## src/design/mkdio_pkg.sv

```systemverilog
// Package for the matrix keypad and discrete I/O block.
package mkdio_pkg;
   localparam logic [9:0] MKDIO_COL_PORT = 10'h315;
   localparam logic [9:0] MKDIO_ROW_PORT = 10'h316;
   localparam logic [9:0] MKDIO_LATCH_PORT = 10'h31b;
   localparam logic [9:0] MKDIO_CFG_PORT = 10'h310;
   localparam int MKDIO_IRQ_BIT = 7;
   localparam int MKDIO_MODE_BIT = 6;
   localparam logic [11:0] MKDIO_LATCH_RESET = 12'hfff;
   // Column dwell time in ns per scan step.
   localparam int MKDIO_DWELL_NS = 1000;
   localparam int MKDIO_CLK_NS = 4;
   localparam int MKDIO_DWELL_CYC = MKDIO_DWELL_NS / MKDIO_CLK_NS;
   localparam logic [5:0] MKDIO_COL_FIRST = 6'h01;
   typedef struct packed {
      logic rd;
      logic wr;
      logic [9:0] addr;
      logic [7:0] wdata;
   } mkdio_bus_s;
   typedef struct packed {
      logic [5:0] col;
      logic [5:0] row;
   } mkdio_lines_s;
endpackage

```

## src/design/mkdio_top.sv

```systemverilog
// Matrix keypad scanner with twelve-channel discrete I/O mode.
// Functional notes
// - Scans matrices from 4x4 up to 6x6.
// - Column port bits 5..0 one-hot scanned column.
// - Column port bit 7 read shows and clears pending.
// - Column port bit 7 write sets interrupt enable.
// - Row port bits 5..0 low mark pressed key.
// - Software polls flag or interrupt, reads both ports.
// - Config bit 6 selects discrete mode, detaches scanner.
// - Twelve channels read level, drive low or release.
// - Discrete levels read from column and row ports.
// - Writing zero drives the channel low.
// - Writing one releases line for pull-up high.
// - Latches readable in row and latch ports.
`timescale 1ns/1ps
module mkdio_top (
   // Clock and reset.
   input wire logic clock,
   input wire logic resetn,
   // Host I/O port access.
   input wire mkdio_pkg::mkdio_bus_s bus,
   output logic [7:0] rdata,
   // Keypad or discrete lines, open-drain style.
   input wire mkdio_pkg::mkdio_lines_s line_in,
   output mkdio_pkg::mkdio_lines_s line_out,
   output mkdio_pkg::mkdio_lines_s line_oe,
   // Interrupt request toward the host.
   output logic keypad_irq_line
);
   import mkdio_pkg::*;

   typedef enum logic [1:0] {MKDIO_DWELL = 2'b00, MKDIO_STEP = 2'b01}
      mkdio_scan_e;

   mkdio_lines_s sync1, sync2;
   logic discrete;
   logic irq_en;
   logic pending;
   logic [11:0] latch;
   logic [5:0] col_sel;
   logic [$clog2(MKDIO_DWELL_CYC+1)-1:0] dwell;
   mkdio_scan_e scan;
   logic hit;
   logic clr_pending;
   logic [11:0] next_latch;

   // Channel order: [5:0] rows, [11:6] columns.
   logic [11:0] lvl;
   assign lvl = {sync2.col, sync2.row};

   // Pulled-up lines idle high, so the synchroniser starts there and the
   // first read after reset already shows released lines.
   always_ff @(posedge clock or negedge resetn) begin
      if (!resetn) begin
         sync1 <= '1;
         sync2 <= '1;
      end else begin
         sync1 <= line_in;
         sync2 <= sync1;
      end
   end

   // Mode and interrupt enable.
   always_ff @(posedge clock or negedge resetn) begin
      if (!resetn) begin
         discrete <= 1'b0;
         irq_en <= 1'b0;
      end else if (bus.wr) begin
         if (bus.addr == MKDIO_CFG_PORT)
            discrete <= bus.wdata[MKDIO_MODE_BIT];
         if (bus.addr == MKDIO_COL_PORT && !discrete)
            irq_en <= bus.wdata[MKDIO_IRQ_BIT];
      end
   end

   // Discrete output latches; the column port write carries C1..0 and
   // R5..0, the row port write carries C5..2 in its low nibble.
   always_comb begin
      next_latch = latch;
      if (bus.wr && discrete && bus.addr == MKDIO_COL_PORT)
         next_latch[7:0] = bus.wdata;
      if (bus.wr && discrete && bus.addr == MKDIO_ROW_PORT)
         next_latch[11:8] = bus.wdata[3:0];
   end

   always_ff @(posedge clock or negedge resetn) begin
      if (!resetn)
         latch <= MKDIO_LATCH_RESET;
      else
         latch <= next_latch;
   end

   // Column scanner; it holds each column long enough for rows to settle.
   always_ff @(posedge clock or negedge resetn) begin
      if (!resetn) begin
         col_sel <= MKDIO_COL_FIRST;
         dwell <= '0;
         scan <= MKDIO_DWELL;
      end else begin
         case (scan)
            MKDIO_DWELL: begin
               if (dwell == ($bits(dwell))'(MKDIO_DWELL_CYC - 1)) begin
                  dwell <= '0;
                  scan <= MKDIO_STEP;
               end else begin
                  dwell <= dwell + ($bits(dwell))'(1);
               end
            end
            MKDIO_STEP: begin
               col_sel <= {col_sel[4:0], col_sel[5]};
               scan <= MKDIO_DWELL;
            end
            default: scan <= MKDIO_DWELL;
         endcase
      end
   end

   // A key is sampled at the end of the dwell, once the row lines settled.
   assign hit = !discrete && scan == MKDIO_STEP && sync2.row != 6'h3f;
   assign clr_pending = bus.rd && bus.addr == MKDIO_COL_PORT && !discrete;

   // Set wins over the read clear so a key is never lost.
   always_ff @(posedge clock or negedge resetn) begin
      if (!resetn)
         pending <= 1'b0;
      else if (hit)
         pending <= 1'b1;
      else if (clr_pending)
         pending <= 1'b0;
   end

   always_ff @(posedge clock or negedge resetn) begin
      if (!resetn)
         keypad_irq_line <= 1'b0;
      else
         keypad_irq_line <= pending && irq_en;
   end

   // Line drive: columns driven low one at a time in keypad mode, the
   // latches in discrete mode. A one only releases the line.
   always_ff @(posedge clock or negedge resetn) begin
      if (!resetn) begin
         line_out <= '0;
         line_oe <= '0;
      end else begin
         line_out <= '0;
         if (discrete) begin
            line_oe.row <= ~latch[5:0];
            line_oe.col <= ~latch[11:6];
         end else begin
            line_oe.row <= '0;
            line_oe.col <= col_sel;
         end
      end
   end

   // Read data, registered one cycle after the read strobe.
   always_ff @(posedge clock or negedge resetn) begin
      if (!resetn) begin
         rdata <= '0;
      end else if (bus.rd) begin
         case (bus.addr)
            MKDIO_COL_PORT:
               rdata <= discrete ? lvl[7:0]
                  : {pending, 1'b0, col_sel};
            MKDIO_ROW_PORT:
               rdata <= discrete ? {latch[3:0], lvl[11:8]}
                  : {2'b00, sync2.row};
            MKDIO_LATCH_PORT:
               rdata <= {latch[11:6], latch[5:4]};
            MKDIO_CFG_PORT:
               rdata <= {1'b0, discrete, 6'h00};
            default: rdata <= '0;
         endcase
      end
   end
endmodule // mkdio_top

```

## config.mk

```make
export PLATFORM = sky130hd
export DESIGN_NAME = mkdio_top
export DESIGN_NICKNAME = d
export VERILOG_FILES = /design/src/design/mkdio_pkg.sv /design/src/design/mkdio_top.sv
export SDC_FILE = /design/constraint.sdc
export NUM_CORES = 1
export LEC_CHECK = 0
export BUFFER_PORTS_ARGS = -buffer_cell sky130_fd_sc_hd__buf_2
export CAP_MARGIN = 20
export CELL_PAD_IN_SITES_DETAIL_PLACEMENT = 0
export CELL_PAD_IN_SITES_GLOBAL_PLACEMENT = 1
export CORE_AREA = 5 5 101 103
export CTS_CLUSTER_DIAMETER = 150
export DETAILED_ROUTE_END_ITERATION = 6
export DIE_AREA = 0 0 106 108
export PLACE_DENSITY = 0.71
export SETUP_SLACK_MARGIN = 0.4
export SLEW_MARGIN = 25
export SYNTH_ARGS = -nofsm -noshare
export SYNTH_HDL_FRONTEND = slang
export SYNTH_SLANG_ARGS = --single-unit
```

## constraint.sdc

```tcl
create_clock -name clock -period 2.35 [get_ports clock]
set_clock_uncertainty 0.15 [all_clocks]
set_input_delay 0.3525 -clock clock [delete_from_list [all_inputs] [get_ports clock]]
set_output_delay 0.3525 -clock clock [all_outputs]
set_load 0.01 [all_outputs]
```

==> results of run 1 <==
-- layout make-up --
cell class / instances / area (um2)
clock inverter: 3 / 18.8
inverter: 12 / 45.0
timing repair buffer: 72 / 450
sequential: 75 / 1920
multi-input combinational: 148 / 1030
fill: 910 / 5320
clock buffer: 13 / 180
tap: 111 / 139
-- critical path, delay by kind of cell, from the launching register on --
family	cells	cell delay (ns)
and+or+nand+nor	2	0.59
muxes	1	0.28
DFF	1	0.48
-- routing by layer --
layer | up-vias | global-route usage (%) | wire length (um)
met4 | 0 | 4.81 | 116
met3 | 14 | 4.06 | 398
met5 | - | 0 | 0
met2 | 54 | 19.4 | 3100
li1 | 995 | - | -
met1 | 1040 | 14.9 | 2900
-- cells in the mapped netlist (2+ instances only) --
library cell	instances	area share, %
dfrtp_1	38	30
dfstp_2	37	31
nand2_1	18	2.2
buf_4	14	3.4
nor2_1	13	1.6
inv_1	12	1.4
o21ai_0	12	1.9
mux2_2	10	3.6
nand3_1	10	1.6
a32oi_1	6	1.7
mux2i_1	6	1.9
a21oi_1	5	0.80
a222oi_1	4	1.3
a22oi_1	4	0.96
and3_1	4	0.80
buf_6	4	1.4
clkbuf_1	4	0.48
mux2_4	4	1.9
or3_1	4	0.80
o2bb2ai_1	3	0.84
a21o_1	2	0.48
a221oi_1	2	0.56
and2_1	2	0.40
and3_4	2	0.72
and4_1	2	0.56
ha_1	2	0.80
nand2b_1	2	0.40
nor2b_4	2	0.88
-- worst min-delay path by stage --
stage / from / endpoint / slack (ns) / depth (start not counted)
floorplan: resetn / col_sel[1] / -0.09 / 0
global placement: sync1[0] / lvl[0] / 0.20 / 0
detailed placement: sync1[8] / lvl[8] / 0.20 / 0
CTS: bus[5] / latch[5] / 0.09 / 2
global route: bus[5] / latch[5] / 0.07 / 2
finish: bus[5] / latch[5] / 0.1 / 2
-- sequential cells by signal (all words and copies together) (netlist names) --
register         cells
dwell                8
sync1               12
line_oe             12
discrete             1
latch               12
pending              1
irq_en               1
rdata                8
lvl                 12
keypad_irq_line      1
scan                 1
col_sel              6
-- where the power goes --
part	internal (mW)	switching (mW)	total, mW
combinational	0.0540	0.0722	0.126
clock	0.507	0.458	0.964
sequential	1.33	0.00921	1.34
-- per-stage QoR --
stage	setup WS [ns]	utilization, %
after floorplan	0.575	-
after global placement	0.378	38.0
after detailed placement	0.351	38.0
after CTS	0.708	41.6
after global routing	0.625	41.6
final	0.734	41.6
-- kinds of logic (layout without fill, tap and decap cells) --
logic type	Yosys count	in the layout
AO/OA/AOI/OAI	42	42
XOR/XNOR	2	2
adder cells (fa/ha/maj)	2	2
buffers and inverters	35	100
flip-flops	75	75
multiplexers	21	21
other	1	12
AND/OR/NAND/NOR	69	69
==> impl_metrics.env, run 1 <==
export IMPL_area_growth_pct=21.1
export IMPL_max_slew_worst_pin_slew_ns=0.541
export IMPL_r2r_cells=3
export IMPL_grt_pass1_wl_um=10700
export IMPL_clock_path_buffers=2
export IMPL_drv_cap=0
export IMPL_placed_area_um2=3460
export IMPL_startpoint_type="flip-flop"
export IMPL_ctsResizeCount=0
export IMPL_cellLeakagePower_nw=1.75
export IMPL_grt_ovfl_total=0
export IMPL_drt_initial_drc_count=115
export IMPL_synth_compound_area_share_pct=9.64
export IMPL_track_usage_pct=12.0
export IMPL_setup_violations_final=0
export IMPL_critPathKind="flip-flop to flip-flop"
export IMPL_cts_tree="yes"
export IMPL_antenna_diode_count=0
export IMPL_r2r_start="discrete"
export IMPL_finalPower_mw=2.43
export IMPL_r2r_setup_slack_ns=0.73
export IMPL_ctsHtreeMaxLevel=3
export IMPL_yosysSeqAreaShare_pct=61.5
export IMPL_synth_seq_cells=75
export IMPL_synth_cells=247
export IMPL_endpoint="irq_en"
export IMPL_crit_path_start="discrete"
export IMPL_mostFrequentLayoutCells="54 x buf_2, 38 x dfrtp_1, 37 x dfstp_2"
export IMPL_synth_fa_ha_area_share_pct=0.800
export IMPL_clk_latency_ns=0.35
export IMPL_yosys_area_share_simple_pct=12.8
export IMPL_fin_setup_tns_ns=0
export IMPL_core_um2=9110
export IMPL_viasPerCell=4.85
export IMPL_initial_core_util_pct=34.3
export IMPL_post_route_min_period_ns=1.62
export IMPL_synth_ff_type="dfrtp_1"
export IMPL_slowest_delay_ns=0.48
export IMPL_synth_distinct_cells=47
export IMPL_via_count=2103
export IMPL_grt_max_degree=48
export IMPL_post_cts_buffers=0
export IMPL_worstPathRequired_ns=2.43
export IMPL_grt_pass1_vias=2094
export IMPL_gp_congestion=0.796
export IMPL_dieArea_um2=11400
export IMPL_nets=354
export IMPL_ir_worst_vdd_mv=0.287
export IMPL_synth_top_family_by_area="simple AND/OR/NAND/NOR gates"
export IMPL_syn_area_um2=3130
export IMPL_dieWidth_um=106
export IMPL_crit_path_max_fanout=10
export IMPL_cp_arrival_ns=1.70
export IMPL_numClockSinks=75
export IMPL_syn_area_per_cell_um2=12.7
export IMPL_ant_nets=0
export IMPL_design_area_um2=3790
export IMPL_cts_buffers=9
export IMPL_wirelength_um=6510
export IMPL_holdWs_ns=0.0955
export IMPL_critPathCaptureType="flip-flop"
export IMPL_yosys_warnings=0
export IMPL_rsz0062_at_grt="false"
export IMPL_ys_async_sr_fraction_pct=100
export IMPL_cellPowerDensity_nw_per_um2=642
export IMPL_placed_cells=405
export IMPL_synth_edf_count=0
export IMPL_r2r_end="irq_en"
export IMPL_crit_chain="nor2_1 -> nand3_1 -> mux2_2"
export IMPL_stdcell_count=434
export IMPL_clockRootBuffer="clkbuf_8"
export IMPL_clk_pin_slew_worst_paths_ns=0.08
export IMPL_post_drt_wl_per_cell_um=15.0
export IMPL_dr_pass1_iters=4
export IMPL_status="complete, no violations"
export IMPL_antenna_found_initial=0
export IMPL_rows=35
export IMPL_dp_hpwl_um=4750
export IMPL_port_buffers=54
export IMPL_hp_class="input pin to flip-flop"
export IMPL_crit_slowest_cell="dfrtp_1"
export IMPL_ctsHoldBuffers=13
export IMPL_max_slew_margin_pct=63.9
export IMPL_fmax_ghz=0.619
export IMPL_layout_worst_path_cycle_share_pct=68.8
export IMPL_drc_errors=0
export IMPL_final_common_cell="buf_2"
export IMPL_slew_violations=0
export IMPL_synthXorXnorAreaFrac_pct=0.560
export IMPL_die_height_um=108
export IMPL_hold_viol=0
export IMPL_muxShareOfSynthArea_pct=7.80
export IMPL_drive_gt1_share_pct=41.2
export IMPL_ios=67
Power figures use the tool's default switching activity.
==> run 2, diff against run 1 <==
Clock period 2.35 ns to 1.5 ns, I/O delays scaled along.
==> impl_metrics.env, run 2 (same netlist as run 1, synthesis figures left out) <==
export IMPL_crit_path_start="discrete"
export IMPL_critPathKind="flip-flop to flip-flop"
export IMPL_critPathCaptureType="flip-flop"
export IMPL_placed_area_um2=3640
export IMPL_cp_arrival_ns=1.60
export IMPL_dr_pass1_iters=5
export IMPL_grt_pass1_vias=2320
export IMPL_wirelength_um=7270
export IMPL_track_usage_pct=13.1
export IMPL_mostFrequentLayoutCells="48 x buf_2, 37 x dfstp_2, 36 x dfrtp_1"
export IMPL_r2r_start="discrete"
export IMPL_dieArea_um2=11400
export IMPL_cellLeakagePower_nw=2.08
export IMPL_worstPathRequired_ns=1.63
export IMPL_gp_congestion=0.831
export IMPL_via_count=2353
export IMPL_grt_ovfl_total=0
export IMPL_hp_class="input pin to flip-flop"
export IMPL_clockRootBuffer="clkbuf_8"
export IMPL_die_height_um=108
export IMPL_dp_hpwl_um=4890
export IMPL_crit_path_max_fanout=7
export IMPL_startpoint_type="flip-flop"
export IMPL_cellPowerDensity_nw_per_um2=844
export IMPL_r2r_end="latch[9]"
export IMPL_core_um2=9110
export IMPL_drc_errors=0
export IMPL_nets=404
export IMPL_viasPerCell=4.86
export IMPL_cts_buffers=9
export IMPL_clock_path_buffers=2
export IMPL_ant_nets=0
export IMPL_ir_worst_vdd_mv=0.420
export IMPL_r2r_setup_slack_ns=0.04
export IMPL_final_common_cell="buf_2"
export IMPL_grt_max_degree=76
export IMPL_setup_violations_final=0
export IMPL_slew_violations=0
export IMPL_post_drt_wl_per_cell_um=15.0
export IMPL_cts_tree="yes"
export IMPL_drive_gt1_share_pct=56.3
export IMPL_antenna_diode_count=0
export IMPL_clk_latency_ns=0.34
export IMPL_ctsHtreeMaxLevel=3
export IMPL_ios=67
export IMPL_area_growth_pct=45.1
export IMPL_layout_worst_path_cycle_share_pct=97.5
export IMPL_drt_initial_drc_count=139
export IMPL_post_route_min_period_ns=1.46
export IMPL_antenna_found_initial=0
export IMPL_hold_viol=0
export IMPL_grt_pass1_wl_um=11700
export IMPL_port_buffers=54
export IMPL_initial_core_util_pct=34.3
export IMPL_drv_cap=0
export IMPL_holdWs_ns=0.0715
export IMPL_status="complete, no violations"
export IMPL_fmax_ghz=0.684
export IMPL_r2r_cells=3
export IMPL_clk_pin_slew_worst_paths_ns=0.10
export IMPL_dieWidth_um=106
export IMPL_hp_start="bus[19]"
export IMPL_rsz0062_at_grt="true"
export IMPL_endpoint="latch[9]"
export IMPL_numClockSinks=75
export IMPL_rows=35
export IMPL_finalPower_mw=3.83
export IMPL_design_area_um2=4540
## run 2: cell count changes in the layout (fill, tap and decap cells not counted), moves of 3 or more
cell | before | now
nand2_1 | 18 | 14
mux2i_1 | 6 | 1
nor2_2 | 0 | 3
buf_2 | 54 | 48
o21ai_1 | 0 | 9
mux2_2 | 10 | 1
mux2i_2 | 0 | 3
buf_4 | 4 | 33
buf_6 | 0 | 13
mux2_4 | 4 | 14
buf_12 | 1 | 4
nor2_1 | 13 | 9
dlygate4sd3_1 | 13 | 21
o21ai_0 | 12 | 1
## run 2: repair_timing
action | CTS | global route
hold buffers | 21 | 0
endpoints found under the hold margin | 64 | 0
resized for setup | 17 | 47
setup endpoints to repair | 68 | 71
pin swaps | 13 | 12
buffers inserted | 16 | 8
gates cloned | 2 | 0
## run 2: metal layers
| layer | GRT usage [%] | part of all wire, % |
|---|---|---|
| met1 | 16.5 | 42 |
| met2 | 21.8 | 50 |
| met3 | 4.54 | 7.1 |
| met4 | 3.05 | 0.67 |
| met5 | 0 | 0 |
## run 2: layout make-up
type | count | area [um2]
fill | 808 | 4570
sequential | 75 | 1930
multi-input combinational | 148 | 1230
timing repair buffer | 122 | 1000
tap | 111 | 139
clock buffer | 9 | 124
clock inverter | 7 | 70.1
inverter | 12 | 47.5
## run 2: critical path: stages, from the launching register on
cell	delay, ns
dfrtp_2	0.45
and3_4	0.25
and3_4	0.24
mux2_4	0.31
## run 2: worst min path at each step
stage	to	slack, ns	cells after the start
after floorplan	col_sel[1]	-0.22	0
after global placement	discrete	0.13	2
after detailed placement	keypad_irq_line	0.14	2
after CTS	pending	0.05	3
after global routing	pending	0.06	3
final	pending	0.07	3
## run 2: power breakdown
group	total (mW)	switching, mW	internal [mW]
sequential	2.10	0.0159	2.09
combinational	0.253	0.128	0.125
clock	1.48	0.832	0.643
## run 2: metrics by stage
step / cells / worst slack (ns) / utilization, % / setup TNS [ns]
after floorplan: 258 / -0.106 / - / -1.06
after global placement: 421 / -0.208 / 39.9 / -3.01
after detailed placement: 421 / -0.262 / 39.9 / -4.40
after CTS: 476 / 0.0223 / 47.2 / 0
after global routing: 484 / -0.0183 / 49.8 / -0.0220
final: 484 / 0.0373 / 49.8 / 0
